===== config.mk =====
export PLATFORM = sky130hd
export DESIGN_NAME = unbl_top
export DESIGN_NICKNAME = d
export VERILOG_FILES = /design/src/hdl/unbl_baud.v /design/src/hdl/unbl_fifo2.v /design/src/hdl/unbl_top.v
export VERILOG_INCLUDE_DIRS = /design/src /design/src/hdl
export SDC_FILE = /design/constraint.sdc
export NUM_CORES = 1
export LEC_CHECK = 0
export BUFFER_PORTS_ARGS = -buffer_cell sky130_fd_sc_hd__buf_4
export CAP_MARGIN = 20
export CELL_PAD_IN_SITES_DETAIL_PLACEMENT = 1
export CELL_PAD_IN_SITES_GLOBAL_PLACEMENT = 2
export CORE_ASPECT_RATIO = 0.6
export CORE_MARGIN = 3
export CORE_UTILIZATION = 37
export CTS_BUF_LIST = sky130_fd_sc_hd__clkbuf_4
export DETAILED_ROUTE_END_ITERATION = 7
export PLACE_DENSITY = 0.78
export SLEW_MARGIN = 0
export SYNTH_ARGS = -nofsm -noshare
export SYNTH_HDL_FRONTEND = slang
export SYNTH_SLANG_ARGS = --single-unit

===== constraint.sdc =====
create_clock -name clk -period 3.8 [get_ports clk]
set_clock_uncertainty 0.2 [all_clocks]
set_input_delay 0.38 -clock clk [delete_from_list [all_inputs] [get_ports clk]]
set_output_delay 0.38 -clock clk [all_outputs]
set_load 0.01 [all_outputs]

===== src/hdl/unbl_map.vh =====
// Register map, field positions, reset values and timing counts.
`ifndef UNBL_MAP_VH
`define UNBL_MAP_VH
`define UNBL_OFS_DATA     8'h00
`define UNBL_OFS_CTRL1    8'h04
`define UNBL_OFS_CTRL3    8'h08
`define UNBL_OFS_STATUS   8'h0C
`define UNBL_OFS_BAUD     8'h10
`define UNBL_C1_NINE      0
`define UNBL_C1_LOOP      1
`define UNBL_C1_RECEIVER_SOURCE_SELECT      2
`define UNBL_C1_ADDRWAKE  3
`define UNBL_C1_SLEEP     4
`define UNBL_C1_TXEN      5
`define UNBL_C1_RXEN      6
`define UNBL_C3_T9        0
`define UNBL_C3_R9        1
`define UNBL_C3_DIR       2
`define UNBL_C3_EDGEIE    3
`define UNBL_ST_TXROOM    0
`define UNBL_ST_TXDONE    1
`define UNBL_ST_RXFULL    2
`define UNBL_ST_EDGE      3
`define UNBL_ST_IDLE      4
`define UNBL_ST_OVR       5
`define UNBL_ST_FRM       6
`define UNBL_CTRL1_RST    7'h00
`define UNBL_CTRL3_RST    4'h0
`define UNBL_BAUD_RST     16'h0015
`define UNBL_TICKS_BIT    5'd16
`define UNBL_IDLE_BITS8   8'd10
`define UNBL_IDLE_BITS9   8'd11
`define UNBL_FRAME_BITS8  4'd10
`define UNBL_FRAME_BITS9  4'd11
`define UNBL_STOP_RUN     2'b00
`define UNBL_STOP_LIGHT   2'b01
`endif


===== src/hdl/unbl_baud.v =====
// Baud divider giving a one-cycle enable at sixteen times the bit rate.
`timescale 1ns/10ps
module unbl_baud (
   input  wire        clk,
   input  wire        rst,
   input  wire        run_en,
   input  wire [15:0] divisor,
   output reg         tick
);
   reg [15:0] count;

   always @(posedge clk) begin
      if (rst) begin
         count <= 16'h0000;
         tick  <= 1'b0;
      end else if (!run_en) begin
         tick <= 1'b0;
      end else if (count + 16'h0001 >= divisor) begin
         count <= 16'h0000;
         tick  <= 1'b1;
      end else begin
         count <= count + 16'h0001;
         tick  <= 1'b0;
      end
   end
endmodule


===== src/hdl/unbl_fifo2.v =====
// Two-entry buffer with valid and ready on both sides.
`timescale 1ns/10ps
module unbl_fifo2 #(
   parameter W = 8
) (
   input  wire         clk,
   input  wire         rst,
   input  wire         in_valid,
   output wire         in_ready,
   input  wire [W-1:0] in_data,
   output wire         out_valid,
   input  wire         out_ready,
   output wire [W-1:0] out_data
);
   reg [W-1:0] mem0;
   reg [W-1:0] mem1;
   reg [1:0]   fill;
   wire        push;
   wire        pop;

   assign in_ready  = (fill != 2'd2);
   assign out_valid = (fill != 2'd0);
   assign out_data  = mem0;
   assign push      = in_valid & in_ready;
   assign pop       = out_valid & out_ready;

   always @(posedge clk) begin
      if (rst) begin
         fill <= 2'd0;
         mem0 <= {W{1'b0}};
         mem1 <= {W{1'b0}};
      end else begin
         if (pop) begin
            mem0 <= (push && fill == 2'd1) ? in_data : mem1;
         end else if (push && fill == 2'd0) begin
            mem0 <= in_data;
         end
         if (push && ((fill == 2'd1 && !pop) || fill == 2'd2)) begin
            mem1 <= in_data;
         end
         if (push && !pop) begin
            fill <= fill + 2'd1;
         end else if (pop && !push) begin
            fill <= fill - 2'd1;
         end
      end
   end
endmodule


===== src/hdl/unbl_top.v =====
// Serial port with nine-bit characters, stop handling, loop and single wire.
//
// Our own choices: the APB slave port and the placing of the registers.
`timescale 1ns/10ps
`include "unbl_map.vh"
module unbl_top (
   input  wire        clk,
   input  wire        sys_rst,
   input  wire [7:0]  paddr,
   input  wire        psel,
   input  wire        penable,
   input  wire        pwrite,
   input  wire [31:0] pwdata,
   output reg  [31:0] prdata,
   output reg         pready,
   output reg         pslverr,
   input  wire [1:0]  stop_mode,
   input  wire        rxd_in,
   input  wire        txd_in,
   output reg         txd_out,
   output reg         txd_oe,
   output reg         rxd_release,
   output reg         wake_req
);
   // ==========================================================
   // Stop handling.
   wire        rst_all;
   wire        run_en;
   wire        edge_en;
   // ==========================================================
   // Registers.
   reg  [6:0]  ctrl1;
   reg  [3:0]  ctrl3;
   reg  [15:0] baud_div;
   reg         rx_ninth_bit;
   reg  [7:0]  rx_data;
   reg         rx_full;
   reg         edge_flag;
   reg         idle_flag;
   reg         ovr_flag;
   reg         frm_flag;
   wire        nine_bit_sel;
   wire        loop_select;
   wire        receiver_source_select;
   wire        single_wire_direction;
   wire        rx_edge_irq_enable;
   wire        tx_ninth_bit;
   wire        acc;
   wire        wr_fire;
   wire        rd_fire;
   wire        w1c_ok;
   reg  [31:0] rd_mux;
   reg         bad_addr;
   // ==========================================================
   // Datapath.
   wire        tick;
   wire        fifo_in_ready;
   wire        fifo_out_valid;
   wire [7:0]  fifo_out_data;
   wire        tx_load;
   reg  [10:0] tx_sh;
   reg  [3:0]  tx_cnt;
   reg  [3:0]  tx_ph;
   reg         tx_busy;
   reg         tx_line;
   reg         rx_src;
   reg         rx_prev;
   reg         rx_busy;
   reg  [3:0]  rx_ph;
   reg  [3:0]  rx_cnt;
   reg  [8:0]  rx_sh;
   reg  [7:0]  idle_cnt;
   reg         idle_armed;
   wire [3:0]  rx_nbits;
   wire [7:0]  idle_limit;
   wire        rx_done;
   wire        rx_mark;
   wire        rx_keep;
   wire        idle_hit;

   // Deep stops act as a reset; light stop freezes the serial logic except the edge detector.
   assign rst_all = sys_rst | stop_mode[1];
   assign run_en  = (stop_mode == `UNBL_STOP_RUN);
   assign edge_en = (stop_mode == `UNBL_STOP_RUN ||
                     stop_mode == `UNBL_STOP_LIGHT) &&
                    ctrl1[`UNBL_C1_RXEN];

   assign nine_bit_sel           = ctrl1[`UNBL_C1_NINE];
   assign loop_select            = ctrl1[`UNBL_C1_LOOP];
   assign receiver_source_select = ctrl1[`UNBL_C1_RECEIVER_SOURCE_SELECT];
   assign single_wire_direction  = ctrl3[`UNBL_C3_DIR];
   assign rx_edge_irq_enable     = ctrl3[`UNBL_C3_EDGEIE];
   assign tx_ninth_bit           = ctrl3[`UNBL_C3_T9];

   // ==========================================================
   // APB slave.
   assign acc     = psel & penable;
   assign wr_fire = acc & pready & pwrite;
   assign rd_fire = acc & pready & ~pwrite;
   assign w1c_ok  = wr_fire && paddr == `UNBL_OFS_STATUS;

   always @* begin
      rd_mux   = 32'h0000_0000;
      bad_addr = 1'b0;
      case (paddr)
         `UNBL_OFS_DATA: begin
            rd_mux[7:0] = rx_data;
         end
         `UNBL_OFS_CTRL1: begin
            rd_mux[6:0] = ctrl1;
         end
         `UNBL_OFS_CTRL3: begin
            rd_mux[3:0]         = ctrl3;
            rd_mux[`UNBL_C3_R9] = rx_ninth_bit;
         end
         `UNBL_OFS_STATUS: begin
            rd_mux[`UNBL_ST_TXROOM] = fifo_in_ready;
            rd_mux[`UNBL_ST_TXDONE] = ~tx_busy & ~fifo_out_valid;
            rd_mux[`UNBL_ST_RXFULL] = rx_full;
            rd_mux[`UNBL_ST_EDGE]   = edge_flag;
            rd_mux[`UNBL_ST_IDLE]   = idle_flag;
            rd_mux[`UNBL_ST_OVR]    = ovr_flag;
            rd_mux[`UNBL_ST_FRM]    = frm_flag;
         end
         `UNBL_OFS_BAUD: begin
            rd_mux[15:0] = baud_div;
         end
         default: begin
            bad_addr = 1'b1;
         end
      endcase
   end

   always @(posedge clk) begin
      if (rst_all) begin
         pready  <= 1'b0;
         pslverr <= 1'b0;
         prdata  <= 32'h0000_0000;
      end else begin
         pready  <= acc & ~pready;
         prdata  <= rd_mux;
         pslverr <= acc & ~pready & (bad_addr | (pwrite &&
                    paddr == `UNBL_OFS_DATA && !fifo_in_ready));
      end
   end

   // Control registers; all state is held while in light stop.
   always @(posedge clk) begin
      if (rst_all) begin
         ctrl1    <= `UNBL_CTRL1_RST;
         ctrl3    <= `UNBL_CTRL3_RST;
         baud_div <= `UNBL_BAUD_RST;
      end else begin
         if (wr_fire && paddr == `UNBL_OFS_CTRL1) begin
            ctrl1 <= pwdata[6:0];
         end else if (run_en && idle_hit &&
                      !ctrl1[`UNBL_C1_ADDRWAKE]) begin
            ctrl1[`UNBL_C1_SLEEP] <= 1'b0;
         end else if (run_en && rx_done && rx_sh[8] ==
                      1'b1 && ctrl1[`UNBL_C1_ADDRWAKE]) begin
            ctrl1[`UNBL_C1_SLEEP] <= 1'b0;
         end
         if (wr_fire && paddr == `UNBL_OFS_CTRL3) begin
            ctrl3 <= pwdata[3:0];
         end
         if (wr_fire && paddr == `UNBL_OFS_BAUD) begin
            baud_div <= pwdata[15:0];
         end
      end
   end

   // ==========================================================
   // Transmit path: buffer, then shifter.
   unbl_baud u_baud (
      .clk     (clk),
      .rst     (rst_all),
      .run_en  (run_en),
      .divisor (baud_div),
      .tick    (tick)
   );

   unbl_fifo2 #(.W(8)) u_txbuf (
      .clk       (clk),
      .rst       (rst_all),
      .in_valid  (wr_fire && paddr == `UNBL_OFS_DATA),
      .in_ready  (fifo_in_ready),
      .in_data   (pwdata[7:0]),
      .out_valid (fifo_out_valid),
      .out_ready (tx_load),
      .out_data  (fifo_out_data)
   );

   assign tx_load = run_en & fifo_out_valid & ~tx_busy &
                    ctrl1[`UNBL_C1_TXEN];

   always @(posedge clk) begin
      if (rst_all) begin
         tx_sh   <= 11'h7FF;
         tx_cnt  <= 4'd0;
         tx_ph   <= 4'd0;
         tx_busy <= 1'b0;
         tx_line <= 1'b1;
      end else if (tx_load) begin
         // The ninth bit is copied in the same transfer as the data.
         tx_sh   <= {1'b1, nine_bit_sel ? tx_ninth_bit : 1'b1,
                     fifo_out_data, 1'b0};
         tx_cnt  <= nine_bit_sel ? `UNBL_FRAME_BITS9 :
                                   `UNBL_FRAME_BITS8;
         tx_ph   <= 4'd0;
         tx_busy <= 1'b1;
      end else if (run_en && tick && tx_busy) begin
         tx_ph <= tx_ph + 4'd1;
         if (tx_ph == 4'd15) begin
            if (tx_cnt != 4'd0) begin
               tx_line <= tx_sh[0];
               tx_sh   <= {1'b1, tx_sh[10:1]};
               tx_cnt  <= tx_cnt - 4'd1;
            end else begin
               tx_busy <= 1'b0;
            end
         end
      end
   end

   // ==========================================================
   // Pin steering and receiver source selection.
   always @* begin
      if (!loop_select) begin
         rx_src = rxd_in;
      end else if (!receiver_source_select) begin
         rx_src = tx_line;
      end else if (single_wire_direction) begin
         rx_src = tx_line;
      end else begin
         rx_src = txd_in;
      end
   end

   always @(posedge clk) begin
      if (rst_all) begin
         txd_out     <= 1'b1;
         txd_oe      <= 1'b1;
         rxd_release <= 1'b0;
      end else begin
         txd_out     <= tx_line;
         txd_oe      <= ~loop_select | ~receiver_source_select |
                        single_wire_direction;
         rxd_release <= loop_select;
      end
   end

   // ==========================================================
   // Receiver.
   assign rx_nbits   = nine_bit_sel ? 4'd9 : 4'd8;
   assign idle_limit = (nine_bit_sel ? `UNBL_IDLE_BITS9 :
                        `UNBL_IDLE_BITS8) << 4;
   assign rx_done    = run_en & tick & rx_busy & (rx_ph == 4'd15) &
                       (rx_cnt > rx_nbits);
   assign rx_mark    = rx_sh[8];
   assign rx_keep    = ~ctrl1[`UNBL_C1_SLEEP] |
                       (ctrl1[`UNBL_C1_ADDRWAKE] & rx_mark);
   assign idle_hit   = idle_armed & (idle_cnt == idle_limit);

   always @(posedge clk) begin
      if (rst_all) begin
         rx_busy <= 1'b0;
         rx_ph   <= 4'd0;
         rx_cnt  <= 4'd0;
         rx_sh   <= 9'h000;
      end else if (run_en && tick && ctrl1[`UNBL_C1_RXEN]) begin
         if (!rx_busy) begin
            if (!rx_src) begin
               rx_busy <= 1'b1;
               rx_ph   <= 4'd8;
               rx_cnt  <= 4'd0;
            end
         end else begin
            rx_ph <= rx_ph + 4'd1;
            if (rx_ph == 4'd15) begin
               if (rx_cnt == 4'd0 && rx_src) begin
                  rx_busy <= 1'b0;
               end else if (rx_cnt > rx_nbits) begin
                  rx_busy <= 1'b0;
               end else begin
                  rx_cnt <= rx_cnt + 4'd1;
                  if (rx_cnt != 4'd0) begin
                     rx_sh <= {rx_src, rx_sh[8:1]};
                  end
               end
            end
         end
      end
   end

   // Received character store, flags and idle detection.
   always @(posedge clk) begin
      if (rst_all) begin
         rx_data      <= 8'h00;
         rx_ninth_bit <= 1'b0;
         rx_full      <= 1'b0;
         ovr_flag     <= 1'b0;
         frm_flag     <= 1'b0;
         idle_flag    <= 1'b0;
         idle_cnt     <= 8'h00;
         idle_armed   <= 1'b0;
      end else begin
         if (rd_fire && paddr == `UNBL_OFS_DATA) begin
            rx_full <= 1'b0;
         end
         if (w1c_ok && pwdata[`UNBL_ST_OVR]) begin
            ovr_flag <= 1'b0;
         end
         if (w1c_ok && pwdata[`UNBL_ST_FRM]) begin
            frm_flag <= 1'b0;
         end
         if (w1c_ok && pwdata[`UNBL_ST_IDLE]) begin
            idle_flag <= 1'b0;
         end
         if (rx_done && !rx_src) begin
            frm_flag <= 1'b1;
         end else if (rx_done && rx_keep) begin
            idle_armed <= 1'b1;
            if (rx_full && !(rd_fire && paddr == `UNBL_OFS_DATA)) begin
               ovr_flag <= 1'b1;
            end else begin
               rx_full      <= 1'b1;
               rx_data      <= nine_bit_sel ? rx_sh[7:0] : rx_sh[8:1];
               rx_ninth_bit <= nine_bit_sel & rx_sh[8];
            end
         end
         if (run_en && tick) begin
            if (rx_busy || !rx_src) begin
               idle_cnt <= 8'h00;
            end else if (idle_cnt != idle_limit) begin
               idle_cnt <= idle_cnt + 8'h01;
            end
         end
         if (run_en && idle_hit) begin
            idle_flag  <= 1'b1;
            idle_armed <= 1'b0;
         end
      end
   end

   // ==========================================================
   // Active edge detector, alive in run and light stop.
   always @(posedge clk) begin
      if (rst_all) begin
         rx_prev   <= 1'b1;
         edge_flag <= 1'b0;
         wake_req  <= 1'b0;
      end else begin
         rx_prev <= rx_src;
         if (edge_en && rx_prev && !rx_src) begin
            edge_flag <= 1'b1;
         end else if (w1c_ok && pwdata[`UNBL_ST_EDGE]) begin
            edge_flag <= 1'b0;
         end
         wake_req <= edge_flag & rx_edge_irq_enable;
      end
   end
endmodule


* Word level (Yosys, flattened, before mapping)
Cells that the tools add are included.
Cells by class: shift operators 0, order comparisons 2, bitwise operators 39, reduce and logical (&&, ||, !) cells 73, equal/unequal tests 17, muxes and demuxes 62, div/mod/pow operators 0, multipliers 0, add/sub/neg operators 8
Operators by type and width (number):
- $mux W8 | 6
- $mux W4 | 11
- $mux W10 | 4
- $mux W1 | 35
- $logic_and A1 B1 Y1 | 33
- $and A1 B1 Y1 | 20
- $pmux W4 S5 | 1
- $reduce_bool A2 Y1 | 10
- $add A16 B1 Y16 const B | 1
- $eq A8 B4 Y1 const B | 2
- $ge A16 B16 Y1 | 1
- $mux W16 | 1
- $not A1 Y1 | 14
- $add A4 B1 Y4 const B | 3
- $pmux W3 S4 | 1
- $reduce_and A3 Y1 | 3
- $add A8 B1 Y8 const B | 1
- $eq A4 B4 Y1 const B | 2
- $eq A8 B3 Y1 const B | 1
- $eq A8 B5 Y1 const B | 1
- $eq A8 B8 Y1 | 1
- $logic_not A8 Y1 | 1
- $ne A8 B8 Y1 | 1
- $reduce_bool A4 Y1 | 2
- 22 further kinds | 45
Storage, ports and cells: bits in registers 162, word-level logic and storage cells 238, latch bits 0, bits in read-only memories 0, bits in writable memories 0, output and inout port bits 38, memories 0, input port bits 49

* Depth between registers and ports, before layout
Gate-level depths: netlist of run 1.
depth after elaboration 11, gate-level depth with buffers 13, depth with buffers taken out 11

* By module
From an unflattened synthesis of run 1, not the netlist that was laid out.
Second synthesis, totals: cell total of the unflattened synthesis 803, area total of the unflattened synthesis 7343.3 µm²
Modules (own cells, without submodules):
- unbl_top | seq. area each 2202.1 µm², cells an instance 530, area an instance 4964.8 µm², instances 1
- unbl_baud | seq. area each 340.3 µm², cells an instance 169, area an instance 1462.7 µm², instances 1
- unbl_fifo2 | seq. area each 360.3 µm², cells an instance 104, area an instance 915.9 µm², instances 1

* Worst setup path before layout of run 1
OpenSTA, ideal clock, no wires.
path kind register to register, start point reg u_baud.count[0], end point reg u_baud.count[11], arrival time 3.139 ns, library setup time 0.125 ns, stages on the path, launching flop included 14, clock period less this slack 3.464 ns, path slack 0.336 ns, path buffers 2, data required time 3.475 ns, path through dfxtp_1 ha_1 nand3_1 nor4_1 nor2b_1 or2_2 ha_1 nand4_1 or3_1 a221o_1 clkbuf_1 clkbuf_1 a32oi_1 o21ai_0
Between the ends: cells in the longest elaborated chain, start to end 3
RTL lines:
- start, declared | line unbl_baud.v:10 | reg [15:0] count;
- start signal, assigned | line unbl_baud.v:22 | count <= count + 16'h0001;
- $add A16 B1 Y16 * | line unbl_baud.v:18, unbl_baud.v:22
- $ge A16 B16 Y1 | line unbl_baud.v:18 | end else if (count + 16'h0001 >= divisor) begin
- $mux W16 * | line unbl_baud.v:18
Every way passes the cells marked *; elsewhere a longest branch is shown, timed or not. A chain may end at the register's enable or synchronous reset.

* Worst setup path after layout of run 1
start point reg u_baud.count[4], end point reg u_baud.count[6]
Same word-level chain as after synthesis.

==> out/results.ini, run 1 <==
[final_layout]
layout.nets = 928
synthToLayoutAreaGrowth_pct = 16.2
fin_util_pct = 44.5
diodes = 0
drive_gt1_share_pct = 16.2
fin_cells = 1103

[synth]
synth_area_leader_cell = dfxtp_1
syn-mean-instance-area_um2 = 8.96
yosysMostFrequentCell = dfxtp_1
yosysWarnings = 0
synth.yosys.seq_area_share_pct = 41.4
ys_top_cells_by_count = dfxtp_1 (145), nor2_1 (87), nand2_1 (67), mux2i_1 (63), inv_1 (32)
synth_top_area_share_pct = 41.4
synth.area.top_cells = dfxtp_1 (41%), mux2i_1 (9.0%), ha_1 (5.2%), nor2_1 (4.7%), nand2_1 (3.6%)
syn_area_mm2 = 0.00701
synth_edf_count = 0
synth_flop_cell = dfxtp_1
syn_inst = 782
yosysUniqueCellTypes = 68
async_flop_share_pct = 0
synth_seq_cells = 145

[floorplan]
rows = 38
dieWidth_um = 184
placeableCoreArea_mm2 = 0.0183
dieArea_mm2 = 0.0207
io-pin-count = 87
start_util_pct = 38.3
dieHeight_um = 113

[timing]
worst_pin_slew_ns = 0.840
fmax_ghz = 0.278
hold_viol = 0
timing.hold.ws_ns = 0.0465
fin_crit_sh_pct = 94.6
final_max_slew_viol_count = 0
rsz0062_at_grt = true
relSlewSlack_pct = 43.8
finalSetupViolCount = 0
fin_tns_setup_ns = 0
fin_crit_ns = 3.59

[clock_network]
numClockSinks = 145
clk_latency_ns = 0.59
cts_root_buf = clkbuf_4
cts.path.max_buffers = 2
cts_buffers = 17
cts.clk_slew.worst_paths_ns = 0.14
cts_tree = built
htree_levels = 4

[power]
finalPower_uw = 2700
switchingPower_uw = 733
p_seq_share_pct = 56.4
clkPwrFrac_pct = 38.7
sw_frac_of_total_pct = 27.1
power_frac_comb_pct = 4.9
p_int_uw = 1970
ir_drop_mv = 0.162
p_leak_uw = 0.00305
cellPowerDensity_mw_per_mm2 = 332

[setup_path]
crit_top_cell = nand4_1
slowest_stage = dfxtp_1
r2r_setup_slack_ns = 0.21
r2r_start = u_baud.count[4]
arrival_ns = 3.86
r2r_end = u_baud.count[6]
critPathRequiredTime_ns = 4.07
cp_max_fo = 12
critical_path_class = reg -> reg
start_kind = register
endpoint_kind = register
max_stage_delay_ns = 0.52
reg2regPathDepth = 11
crit_chain = nand3_1 -> nor4_4 -> nor2b_1 -> or2_2 -> ha_1 -> nand4_1 -> or3_1 -> a221o_1 -> buf_4 -> nand4_1 -> o21ai_0

[route]
drtIter0Drc = 460
via_per_inst = 5.51
firstDrtPassIters = 6
wl_per_cell_um = 19.2
vias = 6081
drcViolationCount = 0
antenna_left = 0
wl_mm = 21.2

[worst_hold_path]
whs_endpoint = pslverr
hold_path_class = in -> reg
whs_path_depth = 3
min_from = paddr[2]

[placement]
place_congestion = 0.827
hpwl_mm = 15.3
place_inst = 1049
io_buffers = 54

[global_routing]
grt_pass1_wl_mm = 33.6
antenna_found_initial = 0
gr-total-overflow = 0
grt_max_degree = 43
grt_pass1_vias = 6010
grt.total_usage_pct = 20.9

[run]
cap_violations = 0

[run_status]
status = completed

==> logic make-up (layout without fill, tap and decap cells) <==
family | Yosys count | after routing | synth area share, %
compound gates | 137 | 137 | 13.2
mux | 73 | 73 | 10.6
buf+inv | 93 | 159 | 6.34
fa+ha+maj | 29 | 29 | 5.18
simple gates | 281 | 281 | 20.3
xor+xnor | 23 | 23 | 2.87
other cells | 1 | 16 | 0.0535
flops | 145 | 145 | 41.4
==> final cells by class <==
class	instances	area, um^2
flip-flops and latches	145	2900
well taps	240	300
clock buffers	17	128
multi-input cells	559	3750
repair buffers	95	781
fillers	2125	10200
clock inverters	15	161
inverters	32	120
==> metal layers <==
layer	GRT usage, %	vias to the layer above	share of wire (%)
met4	5.54	0	1.1
met1	32.2	3005	53
met2	29.1	147	41
met5	0	-	0
li1	-	2911	-
met3	4.47	18	5.2
==> worst max path at each step <==
stage	from	cells past startpoint	slack [ns]	endpoint
3_5_place_dp	u_baud.count[0]	12	0.14	u_baud.count[6]
5_1_grt	u_baud.count[3]	11	-0.05	u_baud.count[6]
2_1_floorplan	u_baud.count[0]	13	0.34	u_baud.count[11]
3_3_place_gp	u_baud.count[0]	12	0.25	u_baud.count[4]
6_report	u_baud.count[4]	11	0.21	u_baud.count[6]
4_1_cts	u_baud.count[0]	12	0.10	u_baud.count[6]
==> power groups by stage <==
stage               combinational, uW  clock [uW]  sequential, uW
floorplan                        64.6           0            1560
CTS                               131        1080            1520
global route                      144        1150            1530
detailed placement                113           0            1560
finish                            133        1050            1520
global placement                  111           0            1560
==> metrics by stage <==
step           area, um^2  setup WS (ns)
2_1_floorplan        7070          0.336
3_3_place_gp         7610          0.247
3_5_place_dp         7610          0.139
4_1_cts              8120          0.103
5_1_grt              8150        -0.0546
6_report             8150          0.206
==> cells in the final DEF (no fill, tap or decap), types with 9 or more instances in the layout <==
cell,instances
a211oi_1,11
nor2_1,85
nand4_1,12
a21oi_1,29
xor2_1,13
inv_1,32
clkbuf_4,17
buf_4,72
xnor2_1,10
nand3_1,23
nor4_1,19
nand2_1,67
ha_1,28
dfxtp_1,144
a31oi_1,14
dlygate4sd3_1,22
mux2i_1,63
o21ai_0,31
or3_1,9
conb_1,16
mux2_2,10
==> worst max-delay path, delay by kind of cell (launching register included) <==
kind | cells | cell delay, ns
AOI/OAI and AO/OA | 2 | 0.42
DFF | 1 | 0.52
adders and majority gates | 1 | 0.31
buffers and inverters | 1 | 0.20
and+or+nand+nor | 7 | 1.82
==> registers in the layout (all words and copies together) (netlist names), 7 cells and up <==
name / count
prdata: 16
baud_div: 16
tx_sh: 10
ctrl1: 7
u_txbuf.out_data: 8
idle_cnt: 8
rx_data: 8
u_baud.count: 16
u_txbuf.mem1: 8
rx_sh: 9
==> repair_timing <==
action / in CTS / in global routing
hold endpoints to repair: 49 / 0
gates resized for setup: 0 / 5
hold buffers: 22 / 0
buffers inserted: 0 / 0
setup endpoints to repair: 0 / 15
No activity file was read; power rests on OpenSTA's default activity.
==> inputs of run 2 (changes only) <==
--- a/config.mk
+++ b/config.mk
@@ -10,7 +10,7 @@
 export CAP_MARGIN = 20
 export CELL_PAD_IN_SITES_DETAIL_PLACEMENT = 1
 export CELL_PAD_IN_SITES_GLOBAL_PLACEMENT = 2
-export CORE_ASPECT_RATIO = 0.6
+export CORE_ASPECT_RATIO = 0.75
 export CORE_MARGIN = 3
 export CORE_UTILIZATION = 37
 export CTS_BUF_LIST = sky130_fd_sc_hd__clkbuf_4
==> out/results.ini, run 2 (synthesis gave the netlist of run 1 again) <==
[timing]
hold_viol = 0
fmax_ghz = 0.275
fin_crit_ns = 3.64
final_max_slew_viol_count = 0
fin_tns_setup_ns = 0
worst_pin_slew_ns = 1.02
fin_crit_sh_pct = 95.7
relSlewSlack_pct = 32.0
finalSetupViolCount = 0

[clock_network]
htree_levels = 4
cts_buffers = 17
cts_root_buf = clkbuf_4
cts.clk_slew.worst_paths_ns = 0.13
numClockSinks = 145
clk_latency_ns = 0.57
cts_tree = built
cts.path.max_buffers = 2

[route]
wl_mm = 20.8
vias = 6010
drtIter0Drc = 330
firstDrtPassIters = 7
wl_per_cell_um = 18.8
drcViolationCount = 0
via_per_inst = 5.44
antenna_left = 0

[final_layout]
reg_top3 = baud_div x16, prdata x16, u_baud.count x16
diodes = 0
final_cell_mix = dfxtp_1 (143), nor2_1 (85), buf_4 (73)
fill_cells = 2100
fin_util_pct = 45.2
final_common_cell = dfxtp_1
drive_gt1_share_pct = 16.2
layout.nets = 928
synthToLayoutAreaGrowth_pct = 17.0

[power]
p_leak_uw = 0.00307
cellPowerDensity_mw_per_mm2 = 355
ir_drop_mv = 0.153

[global_routing]
antenna_found_initial = 0
grt_max_degree = 50
gr-total-overflow = 0
grt_pass1_vias = 6195
grt.total_usage_pct = 20.5
grt_pass1_wl_mm = 33.5

[floorplan]
dieArea_mm2 = 0.0206
start_util_pct = 38.7
placeableCoreArea_mm2 = 0.0181
io-pin-count = 87
dieWidth_um = 165
rows = 42
dieHeight_um = 125

[placement]
place_congestion = 0.851
hpwl_mm = 15.3
io_buffers = 54

[setup_path]
critical_path_class = reg -> reg
start_kind = register
cp_max_fo = 18
arrival_ns = 3.90
critPathRequiredTime_ns = 4.06
endpoint_kind = register

[run]
cap_violations = 0

[worst_hold_path]
hold_path_class = in -> reg

[run_status]
status = completed

-- run 2: critical path, stage by stage, from the launching register on --
cell and delay, ns:
dfxtp_2 0.39, ha_2 0.22, nand3_1 0.14, buf_4 0.21, nor3_1 0.17, nor2_1 0.07
or2_2 0.31, ha_1 0.32, nand4_1 0.18, or3_1 0.41, a221o_1 0.29, buf_4 0.22
nand4_1 0.26, o21ai_0 0.14
-- run 2: layout make-up --
class                           instances  area, um^2  share of cell area, %
Clock buffer                           17         128                   1.56
Clock inverter                         15         240                   2.93
Inverter                               32         120                   1.46
Multi-Input combinational cell        559        3740                   45.6
Sequential cell                       145        2910                   35.4
Tap cell                              242         303                   3.69
Timing Repair Buffer                   95         768                   9.37
-- run 2: worst paths after layout --
check                                      from         endpoint  slack (ns)  cells past startpoint
worst max-delay path            u_baud.count[0]  u_baud.count[6]        0.16                     13
worst min-delay path                   paddr[2]        prdata[4]        0.07                      4
worst max register to register  u_baud.count[0]  u_baud.count[6]        0.16                     13
worst min register to register       idle_armed       idle_armed        0.26                      2
-- run 2: power by group --
part           leakage, uW  total, uW  internal [uW]  switching (uW)
registers          0.00117       1520           1520            1.89
logic              0.00172        132           51.4            80.2
clock network     0.000179       1260            648             609
-- run 2: per-layer routing --
| layer | track usage [%] | routed length (um) |
|---|---|---|
| met5 | 0 | 0 |
| met4 | 5.03 | 167 |
| met3 | 4.50 | 1060 |
| met2 | 32.4 | 9480 |
| met1 | 28.6 | 10100 |
-- run 2: what timing repair did --
| action | CTS | global route |
|---|---|---|
| setup endpoints to repair | 0 | 11 |
| hold endpoints to repair | 51 | 0 |
| resized for setup | 0 | 4 |
| hold buffers | 22 | 0 |
| buffers inserted | 0 | 0 |
-- run 2: through the flow --
stage | cell area [um^2] | worst slack, ns | instances | hold slack, ns | power (uW)
after floorplan | 7070 | 0.336 | 797 | 0.217 | 1620
after global placement | 7600 | 0.303 | 1051 | 0.224 | 1670
after detailed placement | 7600 | 0.155 | 1051 | 0.236 | 1670
after CTS | 8190 | 0.136 | 1105 | 0.0146 | 2940
after global routing | 8200 | -0.000473 | 1105 | 0.0540 | 3020
final | 8200 | 0.162 | 1105 | 0.0700 | 2910
